<file path="config.mk">
export PLATFORM = sky130hd
export DESIGN_NAME = lmsq_top
export DESIGN_NICKNAME = d
export VERILOG_FILES = /design/src/pkg/lmsq_pkg.sv /design/src/pkg/lmsq_reg_if.sv /design/src/core/lmsq_prog_tick.sv /design/src/core/lmsq_ser_slave.sv /design/src/core/lmsq_top.sv
export SDC_FILE = /design/constraint.sdc
export NUM_CORES = 1
export LEC_CHECK = 0
export ABC_AREA = 0
export BUFFER_PORTS_ARGS = -buffer_cell sky130_fd_sc_hd__buf_2
export CAP_MARGIN = 20
export CORE_ASPECT_RATIO = 0.75
export CORE_MARGIN = 2
export CORE_UTILIZATION = 65
export CTS_BUF_LIST = sky130_fd_sc_hd__clkbuf_16
export CTS_CLUSTER_DIAMETER = 100
export DETAILED_ROUTE_END_ITERATION = 10
export PLACE_DENSITY = 0.9
export SYNTH_ARGS = -nofsm -noshare
export SYNTH_HDL_FRONTEND = slang
export SYNTH_SLANG_ARGS = --single-unit
export TNS_END_PERCENT = 5
</file>
<file path="constraint.sdc">
create_clock -name i_clk -period 5.9 [get_ports i_clk]
set_input_delay 0.59 -clock i_clk [delete_from_list [all_inputs] [get_ports i_clk]]
set_output_delay 0.59 -clock i_clk [all_outputs]
set_load 0.02 [all_outputs]
</file>
<file path="src/pkg/lmsq_pkg.sv">
/*
  Shared constants and types of the LED driver mode sequencer: register
  offsets, reset values, the mode and serial-slave state encodings, timing.
  Assumes a single 10 MHz system clock and a synchronous active-high reset.
*/
package lmsq_pkg;

  // ************************************************************
  // register map
  // ************************************************************
  localparam logic [7:0] REG_CTRL = 8'h00;       // run bit lives here
  localparam logic [7:0] REG_CONFIG = 8'h01;     // host control settings
  localparam logic [7:0] REG_STATUS = 8'h02;     // current mode, read only
  localparam logic [7:0] REG_SW_RESET = 8'h3d;   // write only reset trigger
  localparam logic [7:0] SW_RESET_KEY = 8'hff;   // value that fires a reset
  localparam int CTRL_RUN_BIT = 0;
  localparam logic [7:0] CTRL_RESET_VAL = 8'h00;
  localparam logic [7:0] CONFIG_RESET_VAL = 8'h00;
  localparam logic [7:0] READ_ZERO = 8'h00;
  localparam logic [6:0] SLAVE_ADDR_DEFAULT = 7'h32;

  // ************************************************************
  // timing
  // ************************************************************
  localparam int CLK_FREQ_HZ = 10_000_000;
  localparam int HZ_PER_MHZ = 1_000_000;
  localparam int STARTUP_DELAY_US = 500;
  localparam int STARTUP_CYCLES = STARTUP_DELAY_US * (CLK_FREQ_HZ / HZ_PER_MHZ);
  localparam int PROG_CLK_NOMINAL_HZ = 32_700;   // nominal program clock

  // ************************************************************
  // encodings
  // ************************************************************
  typedef enum logic [4:0] {
    MODE_RESET   = 5'b00001,
    MODE_STANDBY = 5'b00010,
    MODE_STARTUP = 5'b00100,
    MODE_NORMAL  = 5'b01000,
    MODE_PSAVE   = 5'b10000
  } lmsq_mode_type;

  typedef enum logic [4:0] {
    SER_IDLE = 5'b00001,
    SER_ADDR = 5'b00010,
    SER_REG  = 5'b00100,
    SER_WR   = 5'b01000,
    SER_RD   = 5'b10000
  } lmsq_ser_type;

  localparam logic [3:0] SER_ACK_BIT = 4'h8;

endpackage

</file>
<file path="src/pkg/lmsq_reg_if.sv">
/*
  Register access path between the serial slave and the register file.
  Assumes both ends run on the same system clock.
*/
`timescale 1ns/10ps
interface lmsq_reg_if;
  logic wr_stb;
  logic [7:0] wr_addr;
  logic [7:0] wr_data;
  logic [7:0] rd_addr;
  logic [7:0] rd_data;

  modport slave (output wr_stb, output wr_addr, output wr_data, output rd_addr,
                 input rd_data);
  modport regs (input wr_stb, input wr_addr, input wr_data, input rd_addr,
                output rd_data);
endinterface
</file>
<file path="src/core/lmsq_prog_tick.sv">
/*
  Program timebase: turns each rising edge of the external program clock
  into one system-clock pulse. Assumes the external clock is far slower
  than the system clock and asynchronous to it.
*/
`timescale 1ns/10ps
module lmsq_prog_tick (
  input wire logic i_clk,
  input wire logic i_sys_rst,
  input wire logic i_prog_clk,
  input wire logic i_enable,
  output logic o_tick
);
  import lmsq_pkg::*;

  logic sync1_q, sync2_q, prev_q, tick_q;
  logic sync1_d, sync2_d, prev_d, tick_d;

  // ************************************************************
  // two-stage synchroniser and rising edge detect
  // ************************************************************
  always_comb begin
    sync1_d = i_prog_clk;
    sync2_d = sync1_q;
    prev_d = sync2_q;
    tick_d = i_enable & sync2_q & ~prev_q; // RULE12
  end

  // registers only
  always_ff @(posedge i_clk) begin
    if (i_sys_rst) begin
      sync1_q <= 1'b0;
      sync2_q <= 1'b0;
      prev_q <= 1'b0;
      tick_q <= 1'b0;
    end else begin
      sync1_q <= sync1_d;
      sync2_q <= sync2_d;
      prev_q <= prev_d;
      tick_q <= tick_d;
    end
  end

  assign o_tick = tick_q;
endmodule

</file>
<file path="src/core/lmsq_ser_slave.sv">
/*
  Two-wire serial register slave: address byte, register pointer, then
  write data with auto increment, or read data after a repeated start.
  Assumes pins are asynchronous; SCL and SDA are synchronised here.
*/
`timescale 1ns/10ps
module lmsq_ser_slave #(
  parameter logic [6:0] SLAVE_ADDR = lmsq_pkg::SLAVE_ADDR_DEFAULT
) (
  input wire logic i_clk,
  input wire logic i_sys_rst,
  input wire logic i_scl,
  input wire logic i_sda,
  output logic o_sda_oe,
  lmsq_reg_if.slave bus
);
  import lmsq_pkg::*;

  logic [1:0] s1_q, s2_q, s3_q, s1_d, s2_d, s3_d; // {scl, sda}
  lmsq_ser_type st_q, st_d;
  logic [3:0] cnt_q, cnt_d;
  logic [7:0] sh_q, sh_d, rsh_q, rsh_d, ptr_q, ptr_d;
  logic oe_q, oe_d, stb_q, stb_d;
  logic rise, fall, start, stop;

  // ************************************************************
  // pin synchronisers and bus condition decode
  // ************************************************************
  always_comb begin
    s1_d = {i_scl, i_sda};
    s2_d = s1_q;
    s3_d = s2_q;
    rise = s2_q[1] & ~s3_q[1];
    fall = ~s2_q[1] & s3_q[1];
    start = s2_q[1] & s3_q[1] & s3_q[0] & ~s2_q[0];
    stop = s2_q[1] & s3_q[1] & ~s3_q[0] & s2_q[0];
  end

  // byte framing, acknowledge and read data drive
  always_comb begin
    st_d = st_q;
    cnt_d = cnt_q;
    sh_d = sh_q;
    rsh_d = rsh_q;
    ptr_d = ptr_q;
    oe_d = oe_q;
    stb_d = 1'b0;
    if (start) begin
      st_d = SER_ADDR;
      cnt_d = 4'h0;
      oe_d = 1'b0;
    end else if (stop) begin
      st_d = SER_IDLE;
      oe_d = 1'b0;
    end else if (st_q != SER_IDLE && rise) begin
      if (cnt_q != SER_ACK_BIT) begin
        sh_d = {sh_q[6:0], s2_q[0]};
        cnt_d = cnt_q + 4'h1;
      end else begin
        cnt_d = 4'h0;
        unique case (st_q)
          SER_ADDR: st_d = sh_q[0] ? SER_RD : SER_REG;
          SER_REG: st_d = SER_WR;
          SER_WR: st_d = SER_WR;
          SER_RD: st_d = s2_q[0] ? SER_IDLE : SER_RD; // nack ends the read
          default: st_d = SER_IDLE;
        endcase
        if (st_d == SER_RD) begin
          rsh_d = bus.rd_data;
          ptr_d = ptr_q + 8'h01;
        end
      end
    end else if (st_q != SER_IDLE && fall) begin
      if (cnt_q == SER_ACK_BIT) begin
        oe_d = 1'b1;
        unique case (st_q)
          SER_ADDR: begin
            if (sh_q[7:1] != SLAVE_ADDR) begin
              st_d = SER_IDLE;
              oe_d = 1'b0;
            end
          end
          SER_REG: ptr_d = sh_q;
          SER_WR: begin
            stb_d = 1'b1;
            ptr_d = ptr_q + 8'h01;
          end
          SER_RD: oe_d = 1'b0; // master acknowledges
          default: oe_d = 1'b0;
        endcase
      end else if (st_q == SER_RD) begin
        oe_d = ~rsh_q[7];
        rsh_d = {rsh_q[6:0], 1'b0};
      end else begin
        oe_d = 1'b0;
      end
    end
  end

  // registers only
  always_ff @(posedge i_clk) begin
    if (i_sys_rst) begin
      s1_q <= 2'h3;
      s2_q <= 2'h3;
      s3_q <= 2'h3;
      st_q <= SER_IDLE;
      cnt_q <= 4'h0;
      sh_q <= 8'h00;
      rsh_q <= 8'h00;
      ptr_q <= 8'h00;
      oe_q <= 1'b0;
      stb_q <= 1'b0;
    end else begin
      s1_q <= s1_d;
      s2_q <= s2_d;
      s3_q <= s3_d;
      st_q <= st_d;
      cnt_q <= cnt_d;
      sh_q <= sh_d;
      rsh_q <= rsh_d;
      ptr_q <= ptr_d;
      oe_q <= oe_d;
      stb_q <= stb_d;
    end
  end

  assign o_sda_oe = oe_q;
  assign bus.wr_stb = stb_q;
  assign bus.wr_addr = ptr_q - 8'h01; // pointer already advanced
  assign bus.wr_data = sh_q;
  assign bus.rd_addr = ptr_q;
endmodule

</file>
<file path="src/core/lmsq_top.sv">
/*
  Operating-mode sequencer of a nine-output LED driver, with its serial
  register slave and program timebase.
  Assumes i_sys_rst is the power-on reset, i_led_active and o_* control
  lines meet logic on the same clock, and EN, thermal, SCL, SDA and the
  program clock arrive asynchronously from pins or analog comparators.
*/
// How it works
// [RULE1] Writing ff to the reset trigger enters reset mode and reloads every register.
// [RULE2] While the power-on reset is high the sequencer stays in reset mode.
// [RULE3] When the power-on reset releases the sequencer goes straight to standby.
// [RULE4] The run bit is zero after every reset, so nothing starts until the host sets it.
// [RULE5] Outside reset, a low run bit or enable pin holds standby with all functions off.
// [RULE6] In standby, writes are taken while the enable pin is high and act once startup ends.
// [RULE7] Run bit and enable pin both high start the internal blocks and a 500 us delay.
// [RULE8] An over-temperature indication holds the sequencer in startup until it clears.
// [RULE9] After startup, normal mode lets the host control registers drive the block.
// [RULE10] With no LED output active the sequencer enters power-save, analog blocks off.
// [RULE11] The host waits at least 500 us after raising the enable pin before using the bus.
// [RULE12] Program timing pulses follow the external 32.7 kHz clock, faster or slower with it.
// [RULE13] Mode conditions are weighed in order: reset, standby, startup and hot hold, run.
`timescale 1ns/10ps
module lmsq_top #(
  parameter int STARTUP_CYCLES = lmsq_pkg::STARTUP_CYCLES,
  parameter logic [6:0] SLAVE_ADDR = lmsq_pkg::SLAVE_ADDR_DEFAULT
) (
  input wire logic i_clk,
  input wire logic i_sys_rst,
  input wire logic i_en_pin,
  input wire logic i_over_temp,
  input wire logic i_led_active,
  input wire logic i_prog_clk,
  input wire logic i_scl,
  input wire logic i_sda,
  output logic o_sda,
  output logic o_sda_oe,
  output lmsq_pkg::lmsq_mode_type o_mode,
  output logic o_run,
  output logic o_analog_en,
  output logic o_osc_en,
  output logic o_led_en,
  output logic [7:0] o_config,
  output logic o_prog_tick
);
  import lmsq_pkg::*;

  localparam int CNT_W = $clog2(STARTUP_CYCLES + 1);
  localparam logic [CNT_W-1:0] CNT_LAST = CNT_W'(STARTUP_CYCLES - 1);
  localparam logic [CNT_W-1:0] CNT_ZERO = '0;

  // ************************************************************
  // elaboration checks
  // ************************************************************
  generate
    if (STARTUP_CYCLES < 1) begin : g_bad_delay
      $error("startup delay must be at least one cycle");
    end
  endgenerate

  // ************************************************************
  // declarations
  // ************************************************************
  lmsq_reg_if reg_bus ();

  logic [1:0] pin_s1_q, pin_s2_q, pin_s1_d, pin_s2_d; // {en, over_temp}
  logic en_s, hot_s;
  logic sw_rst_q, sw_rst_d;
  logic [7:0] ctrl_q, ctrl_d, config_q, config_d;
  lmsq_mode_type mode_q, mode_d;
  logic [CNT_W-1:0] cnt_q, cnt_d;
  logic analog_q, analog_d, osc_q, osc_d, led_q, led_d;
  logic [7:0] cfg_out_q, cfg_out_d;
  logic run_bit, wr_ok, tick_en;

  // true when a register write hits the given offset
  function automatic logic hit(input logic stb, input logic [7:0] addr,
                               input logic [7:0] target);
    hit = stb & (addr == target);
  endfunction

  // ************************************************************
  // serial slave and program timebase
  // ************************************************************
  lmsq_ser_slave #(
    .SLAVE_ADDR(SLAVE_ADDR)
  ) u_ser (
    .i_clk(i_clk),
    .i_sys_rst(i_sys_rst),
    .i_scl(i_scl),
    .i_sda(i_sda),
    .o_sda_oe(o_sda_oe),
    .bus(reg_bus.slave)
  );

  // program ticks run only in the run modes, normal and power-save
  assign tick_en = (mode_q == MODE_NORMAL) | (mode_q == MODE_PSAVE);

  lmsq_prog_tick u_tick (
    .i_clk(i_clk),
    .i_sys_rst(i_sys_rst),
    .i_prog_clk(i_prog_clk),
    .i_enable(tick_en),
    .o_tick(o_prog_tick)
  );

  // ************************************************************
  // pin synchronisers for enable and thermal indication
  // ************************************************************
  always_comb begin
    pin_s1_d = {i_en_pin, i_over_temp};
    pin_s2_d = pin_s1_q;
    en_s = pin_s2_q[1];
    hot_s = pin_s2_q[0];
  end

  always_ff @(posedge i_clk) begin
    if (i_sys_rst) begin
      pin_s1_q <= 2'h0;
      pin_s2_q <= 2'h0;
    end else begin
      pin_s1_q <= pin_s1_d;
      pin_s2_q <= pin_s2_d;
    end
  end

  // ************************************************************
  // register file
  // ************************************************************
  // the key write is registered, then clears everything on the next edge
  always_comb begin
    sw_rst_d = hit(reg_bus.wr_stb, reg_bus.wr_addr, REG_SW_RESET) &
               (reg_bus.wr_data == SW_RESET_KEY); // RULE1
    // writes need the enable pin and a sequencer out of reset
    wr_ok = reg_bus.wr_stb & en_s & ~sw_rst_q & (mode_q != MODE_RESET); // RULE6
    ctrl_d = ctrl_q;
    config_d = config_q;
    if (sw_rst_q) begin
      ctrl_d = CTRL_RESET_VAL; // RULE1
      config_d = CONFIG_RESET_VAL;
    end else begin
      if (hit(wr_ok, reg_bus.wr_addr, REG_CTRL)) begin
        ctrl_d = reg_bus.wr_data;
      end
      if (hit(wr_ok, reg_bus.wr_addr, REG_CONFIG)) begin
        config_d = reg_bus.wr_data; // RULE6
      end
    end
  end

  always_ff @(posedge i_clk) begin
    if (i_sys_rst) begin
      sw_rst_q <= 1'b0;
      ctrl_q <= CTRL_RESET_VAL; // RULE4
      config_q <= CONFIG_RESET_VAL;
    end else begin
      sw_rst_q <= sw_rst_d;
      ctrl_q <= ctrl_d;
      config_q <= config_d;
    end
  end

  assign run_bit = ctrl_q[CTRL_RUN_BIT];

  // read mux; the reset trigger and unmapped offsets read as zero
  always_comb begin
    unique case (reg_bus.rd_addr)
      REG_CTRL: reg_bus.rd_data = ctrl_q;
      REG_CONFIG: reg_bus.rd_data = config_q;
      REG_STATUS: reg_bus.rd_data = {3'h0, mode_q};
      default: reg_bus.rd_data = READ_ZERO;
    endcase
  end

  // ************************************************************
  // mode sequencer
  // ************************************************************
  // conditions are checked from the strongest down
  always_comb begin
    mode_d = mode_q;
    cnt_d = cnt_q;
    if (sw_rst_q) begin
      mode_d = MODE_RESET; // RULE1 RULE13
      cnt_d = CNT_ZERO;
    end else if (mode_q == MODE_RESET) begin
      mode_d = MODE_STANDBY; // RULE3
    end else if (!(run_bit && en_s)) begin
      mode_d = MODE_STANDBY; // RULE5 RULE13
      cnt_d = CNT_ZERO;
    end else begin
      unique case (mode_q)
        MODE_STANDBY: begin
          mode_d = MODE_STARTUP; // RULE7
          cnt_d = CNT_ZERO;
        end
        MODE_STARTUP: begin
          // the delay only advances while the die is cool
          if (!hot_s) begin // RULE8
            if (cnt_q == CNT_LAST) begin
              mode_d = i_led_active ? MODE_NORMAL : MODE_PSAVE; // RULE7 RULE9
            end else begin
              cnt_d = cnt_q + CNT_W'(1);
            end
          end
        end
        MODE_NORMAL: begin
          if (hot_s) begin
            mode_d = MODE_STARTUP; // RULE8
            cnt_d = CNT_ZERO;
          end else if (!i_led_active) begin
            mode_d = MODE_PSAVE; // RULE10
          end
        end
        MODE_PSAVE: begin
          if (hot_s) begin
            mode_d = MODE_STARTUP; // RULE8
            cnt_d = CNT_ZERO;
          end else if (i_led_active) begin
            mode_d = MODE_NORMAL; // RULE9
          end
        end
        default: begin
          mode_d = MODE_RESET;
          cnt_d = CNT_ZERO;
        end
      endcase
    end
  end

  always_ff @(posedge i_clk) begin
    if (i_sys_rst) begin
      mode_q <= MODE_RESET; // RULE2
      cnt_q <= CNT_ZERO;
    end else begin
      mode_q <= mode_d;
      cnt_q <= cnt_d;
    end
  end

  // ************************************************************
  // block enables, registered from the next mode
  // ************************************************************
  always_comb begin
    // reference, bias and oscillator are up in startup and normal
    analog_d = (mode_d == MODE_STARTUP) | (mode_d == MODE_NORMAL); // RULE7 RULE10
    osc_d = (mode_d == MODE_STARTUP) | (mode_d == MODE_NORMAL);
    // host settings only reach the drivers in the run modes
    led_d = (mode_d == MODE_NORMAL); // RULE9
    cfg_out_d = ((mode_d == MODE_NORMAL) | (mode_d == MODE_PSAVE)) ?
                config_d : CONFIG_RESET_VAL; // RULE9
  end

  always_ff @(posedge i_clk) begin
    if (i_sys_rst) begin
      analog_q <= 1'b0;
      osc_q <= 1'b0;
      led_q <= 1'b0;
      cfg_out_q <= CONFIG_RESET_VAL;
    end else begin
      analog_q <= analog_d;
      osc_q <= osc_d;
      led_q <= led_d;
      cfg_out_q <= cfg_out_d;
    end
  end

  // ************************************************************
  // outputs
  // ************************************************************
  assign o_sda = 1'b0; // open drain: only ever pulls low
  assign o_mode = mode_q;
  assign o_run = ctrl_q[CTRL_RUN_BIT];
  assign o_analog_en = analog_q;
  assign o_osc_en = osc_q;
  assign o_led_en = led_q;
  assign o_config = cfg_out_q;
endmodule

</file>
==> results.toml, run 1 <==
[synth]
ys_seq_elements = 94
syn_area_sq_mm = 0.004579
yosys-top-cells-area = "dfxtp_1, mux2i_1, nor2_1, a21oi_1, nand2_1"
yosysTopAreaCell = "dfxtp_1"
yosys-top-cells-count = "dfxtp_1, nor2_1, nand2_1, a21oi_1, nor3_1"
ys.warnings.count = 0
ys_async_sr_fraction = 0
synth_nets = 541
ys.flop_type = "dfxtp_1"
synthCells = 526
synth_edf_count = 0
synth.top_cell.area_share = 0.4109
avgSynthCellArea_sq_um = 8.706
ys_types = 74
yosysSeqAreaShare = 0.4109
synth.most_common_cell = "dfxtp_1"

[sta]
tns_ns = 0
finalCritPeriodShare = 0.4772
whs_ns = 0.4031
setup_viol = 0
grt_setup_unrepaired = "false"
hold_violations = 0
fin_crit_ns = 2.815
slew_violations = 0
setup_slack_ns = 3.085
slew_headroom = 0.3432
fmax_mhz = 355.2
fin_skew_ns = 0.008243
tightest_slew_ns = 0.9729

[die]
initial_core_util = 0.6703
die_w_microns = 100.9
fp.dieH_microns = 76.69
row_count = 26
io_pins = 28
core_sq_mm = 0.006832
dieArea_sq_mm = 0.007740

[detailed_routing]
ant_nets = 0
wirelength_microns = 11600
route.detailed.drc = 0
wl_per_cell_microns = 18.80
avgViaCountPerCell = 6.869
drt-initial-drc-count = 500
firstDrtPassIters = 8
route.vias.total = 4238

[cells_and_area]
layout-drive-gt1-share = 0.1257
final_cells = 617
num_antenna_cells = 0
syn2layout_area_growth_pct = 7.186
nets = 543

[setup_path]
reg2reg_from = "u_ser.bus.rd_addr[0]$_SDFFE_PP0P_"
end_kind = "flip-flop"
max_stage_delay_ns = 0.57
critPathTopFamily = "compound AO/OA/AOI/OAI gates"
crit_type = "reg -> reg"
cp_cell_sequence = "inv_1 > ha_1 > o21bai_1 > a211oi_1 > o2111ai_4 > mux2i_1 > nor2_1"
cp-start-kind = "flip-flop"
crit_fanout = 17
critPathBufInv = 1
cp.required_ns = 6.12
r2r_slack_ns = 3.08
arrival_ns = 3.03
rr_worst_depth = 7
worstReg2RegEnd = "o_config[6]$_SDFF_PP0_"
crit_slowest_cell = "a211oi_1"

[global_route]
grt_antenna_before_repair = 0
grt_pass1_vias = 3820
grt_max_degree = 39
grt_overflow_total = 0
grt_pass1_wl_microns = 19260
grt_use_total = 0.3134

[worst_hold_path]
min_path_cells = 1
min_delay_worst_endpoint = "u_tick.o_tick$_SDFF_PP0_"
min_from = "u_tick.prev_q$_SDFF_PP0_"
hp-class = "reg -> reg"

[placed_design]
io_buffers = 26
gp_congestion = 0.8677
dp_cells = 601
hpwl_microns = 7715
preCtsSetupSlack_ns = 3.191

[clock_tree]
clock_latency_ns = 0.35
cts_tree = "done"
clock-root-buffer = "clkbuf_16"
h-tree-depth = 3
clkTransAtPathRegs_ns = 0.07
ctsResizeCount = 0
clockBufferDepth = 2
cts_hold_buf = 0
numCtsBuffers = 9
cts.sinks = 94
post_cts_buffers = 0

[power]
leakage_nw = 1.827
powerDensity_mw_per_mm2 = 251.1
power_w = 0.001232
ir_drop_mv = 0.2763

[status]
status = "completed"

[run]
maxCapViolations = 0
## worst register-to-register path, delay by kind of cell (launching register included)
kind                       cells  cell delay [ns]
AOI/OAI and AO/OA              3             1.16
buffers and inverters          1             0.13
DFF                            1             0.51
adders and majority gates      1             0.41
muxes                          1             0.37
and+or+nand+nor                1             0.10
## cells by family after synthesis
family	count (synthesis)	share of synthesized area
simple gates	220	0.2527
compound gates	128	0.2052
flops	94	0.4109
buf+inv	48	0.05164
mux	22	0.04809
fa+ha+maj	7	0.01912
xor+xnor	6	0.01148
other cells	1	0.0008189
## worst max-delay path by stage
stage | from | endpoint | slack [ns] | cells past startpoint
6_report | u_ser.bus.rd_addr[0]$_SDFFE_PP0P_ | o_config[6]$_SDFF_PP0_ | 3.08 | 7
5_1_grt | u_ser.st_q[2]$_SDFFE_PP0P_ | u_ser.bus.rd_addr[3]$_SDFFE_PP0P_ | 2.85 | 5
4_1_cts | u_ser.bus.rd_addr[0]$_SDFFE_PP0P_ | o_config[6]$_SDFF_PP0_ | 3.13 | 7
3_5_place_dp | u_ser.bus.rd_addr[0]$_SDFFE_PP0P_ | ctrl_q[3]$_SDFFE_PP0P_ | 3.19 | 7
3_3_place_gp | u_ser.bus.rd_addr[0]$_SDFFE_PP0P_ | ctrl_q[3]$_SDFFE_PP0P_ | 3.29 | 7
2_1_floorplan | u_ser.bus.rd_addr[0]$_SDFFE_PP0P_ | ctrl_q[0]$_SDFFE_PP0P_ | 3.68 | 8
## registers in the layout, summed over array words and instances (netlist names), 2 cells and up
signal and cells:
o_mode 5, config_q 8, o_config 8, u_ser.st_q 5, ctrl_q 8, u_ser.bus.wr_data 8
u_ser.cnt_q 4, u_ser.s3_q 2, u_ser.rsh_q 8, u_ser.bus.rd_addr 8, pin_s1_q 2, u_ser.s2_q 2
pin_s2_q 2, u_ser.s1_q 2, cnt_q 13
## where the power goes
part | switching (W) | internal, W | leakage [nW]
Combinational | 0.0000237 | 0.0000115 | 0.931
Sequential | 0.00000711 | 0.000640 | 0.761
Clock | 0.000260 | 0.000291 | 0.136
Total | 0.000290 | 0.000942 | 1.83
## cell type report
cell class	instances	area [sq um]
clock buffers	9	225.2
clock inverters	7	56.30
fillers	489	1923
inverters	13	48.80
multi-input cells	384	2461
flip-flops and latches	94	1882
well taps	84	105.1
repair buffers	26	130.1
## layout by cell type, fill, tap and decap left out, types with 3 or more instances in the layout
cell type  instances
o211ai_1           3
nor2_1            55
a31oi_1            4
nand4_1            9
xor2_1             5
nor4_2             3
a221oi_1           8
inv_1             13
and2_1             5
ha_1               7
a22oi_1            6
a222oi_1           5
nor2b_1           10
mux2i_1           22
and3_1             4
o32ai_1            3
dfxtp_1           94
buf_2             26
nand2_1           42
or2_2              9
nor4_1             6
nand3b_1           6
or3_1              4
nand2b_1           3
nor4b_1            3
nor3_1            31
or4_1              8
clkbuf_16          9
o22ai_1            3
o31ai_1            8
nand3_1           12
o21ai_0           20
o21a_1             3
a21oi_1           37
## metal layers
layer  track usage  up-vias  share of wire
met5             0        -              0
met3       0.07019       36           0.10
met4        0.1054        0          0.021
met2        0.4820      283           0.46
met1        0.4378     1955           0.41
li1              -     1964              -
## per-stage QoR
stage / utilization / area [sq um]
after detailed placement: 0.6773 / 4627
after global placement: 0.6773 / 4627
after floorplan: - / 4579
after CTS: 0.7185 / 4908
final: 0.7185 / 4908
after global routing: 0.7185 / 4908
Note: power is estimated with default switching activity, not from simulation.
==> run 2: changes to the inputs <==
--- a/config.mk
+++ b/config.mk
@@ -10,11 +10,11 @@
 export CAP_MARGIN = 20
 export CORE_ASPECT_RATIO = 0.75
 export CORE_MARGIN = 2
-export CORE_UTILIZATION = 65
+export CORE_UTILIZATION = 55
 export CTS_BUF_LIST = sky130_fd_sc_hd__clkbuf_16
 export CTS_CLUSTER_DIAMETER = 100
 export DETAILED_ROUTE_END_ITERATION = 10
-export PLACE_DENSITY = 0.9
+export PLACE_DENSITY = 0.82
 export SYNTH_ARGS = -nofsm -noshare
 export SYNTH_HDL_FRONTEND = slang
 export SYNTH_SLANG_ARGS = --single-unit
==> constraint.sdc (replaced) <==
create_clock -name i_clk -period 2.5 [get_ports i_clk]
set_input_delay 0.25 -clock i_clk [delete_from_list [all_inputs] [get_ports i_clk]]
set_output_delay 0.25 -clock i_clk [all_outputs]
set_load 0.02 [all_outputs]
==> run 2 against run 1 <==
  * Sequential power is 130% higher
  * Clock power grew to 2.5 times the previous value
  * Critical path depth grew 1
==> results.toml, run 2 (synthesized netlist as in run 1, its figures left out) <==
[status]
status = "completed"

[global_route]
grt_use_total = 0.2680
grt_overflow_total = 0
grt_pass1_wl_microns = 19610
grt_pass1_vias = 3940
grt_max_degree = 30
grt_antenna_before_repair = 0

[die]
dieArea_sq_mm = 0.009079
io_pins = 28
die_w_microns = 109.4
initial_core_util = 0.5733
row_count = 28
fp.dieH_microns = 83.02
core_sq_mm = 0.007988

[sta]
fmax_mhz = 439.7
grt_setup_unrepaired = "false"
hold_violations = 0
fin_skew_ns = 0.009031
tns_ns = 0
fin_crit_ns = 2.275
slew_headroom = 0.4277
slew_violations = 0
finalCritPeriodShare = 0.9098
whs_ns = 0.07293
setup_viol = 0
tightest_slew_ns = 0.8505

[clock_tree]
numCtsBuffers = 9
post_cts_buffers = 0
clkTransAtPathRegs_ns = 0.08
h-tree-depth = 3
cts_hold_buf = 0
clock_latency_ns = 0.34
ctsResizeCount = 0
clockBufferDepth = 2
clock-root-buffer = "clkbuf_16"
cts_tree = "done"
cts.sinks = 94

[worst_hold_path]
min_path_cells = 2
hp-class = "in -> reg"

[power]
p_comb_frac = 0.029
ir_drop_mv = 0.6262
powerDensity_mw_per_mm2 = 586.6
p_int_w = 0.002261
switching_share = 0.2478
leakage_nw = 1.948
power_frac_seq = 0.507
switchingPower_w = 0.0007449
clkPwrFrac = 0.464

[setup_path]
critPathTopFamily = "compound AO/OA/AOI/OAI gates"
cp.required_ns = 2.73
arrival_ns = 2.50
critPathBufInv = 2
cp-start-kind = "flip-flop"
cp_cell_sequence = "inv_1 > ha_1 > buf_4 > nor3_1 > a2bb2o_1 > o2111ai_4 > mux2i_1 > nor2_1"
crit_slowest_cell = "o2111ai_4"
r2r_slack_ns = 0.23
crit_fanout = 10
end_kind = "flip-flop"
crit_type = "reg -> reg"
worst-path-stages = 8
max_stage_delay_ns = 0.41
rr_worst_depth = 8

[detailed_routing]
route.detailed.drc = 0
drt-initial-drc-count = 305
ant_nets = 0
route.vias.total = 4166
highest_layer = "met4"
firstDrtPassIters = 6
dr_wl_met2_microns = 5277
met1_length_microns = 5213
wl_met3_microns = 912
avgViaCountPerCell = 6.322
wl_per_cell_microns = 17.46
wirelength_microns = 11500

[cells_and_area]
layout-drive-gt1-share = 0.1643
largest_register_ffs = 13
regMostFlops = "cnt_q"
syn2layout_area_growth_pct = 11.89
nets = 564
final_cell_mix = "dfxtp_1, nor2_1, nand2_1"
final_common_cell = "dfxtp_1"
fill_cells = 632
num_antenna_cells = 0

[placed_design]
io_buffers = 26
gp_congestion = 0.9126
hpwl_microns = 7861

[run]
maxCapViolations = 0
## run 2: worst paths after layout
| check | from | to |
|---|---|---|
| min | i_led_active | o_mode[4]$_SDFF_PP0_ |
| min reg2reg | u_tick.prev_q$_SDFF_PP0_ | u_tick.o_tick$_SDFF_PP0_ |
| max reg2reg | u_ser.bus.rd_addr[1]$_SDFFE_PP0P_ | config_q[4]$_SDFF_PP0_ |
| max | u_ser.bus.rd_addr[1]$_SDFFE_PP0P_ | config_q[4]$_SDFF_PP0_ |
## run 2: area by class of cell
cell class / instances / area [sq um] / share of cell area
multi-input combinational: 384 / 2464 / 0.4808
clock inverter: 7 / 83.83 / 0.01636
clock buffer: 9 / 225.2 / 0.04396
tap: 105 / 131.4 / 0.02564
inverter: 13 / 48.80 / 0.009524
timing repair buffer: 47 / 287.8 / 0.05617
sequential: 94 / 1883 / 0.3675
## run 2: power groups by stage
stage	Combinational, W	Sequential, W	Clock (W)
2_1_floorplan	0.0000704	0.00155	0
3_3_place_gp	0.0000829	0.00156	0
3_5_place_dp	0.0000855	0.00156	0
4_1_cts	0.0000866	0.00152	0.00141
5_1_grt	0.0000976	0.00153	0.00147
6_report	0.0000877	0.00152	0.00139
## run 2: per-layer routing
metal	global-route usage	vias up
met3	0.05808	14
met5	0	-
met2	0.3984	190
li1	-	1993
met1	0.3981	1969
met4	0.05639	0
## run 2: metrics by stage
stage	instances	utilization	setup slack (ns)	total power, W	instance area [sq um]
2_1_floorplan	526	-	0.2793	0.001624	4579
3_3_place_gp	643	0.6023	0.2682	0.001642	4811
3_5_place_dp	643	0.6023	0.1292	0.001645	4811
4_1_cts	659	0.6410	0.1087	0.003020	5120
5_1_grt	659	0.6414	0.1038	0.003097	5124
6_report	659	0.6414	0.2255	0.003005	5124
## run 2: worst reg2reg max path, delay by kind of cell (launching register included)
| kind | cells | cell delay (ns) |
|---|---|---|
| compound gates | 2 | 0.73 |
| flops | 1 | 0.37 |
| mux | 1 | 0.33 |
| buf+inv | 2 | 0.32 |
| fa+ha+maj | 1 | 0.27 |
| simple gates | 2 | 0.14 |
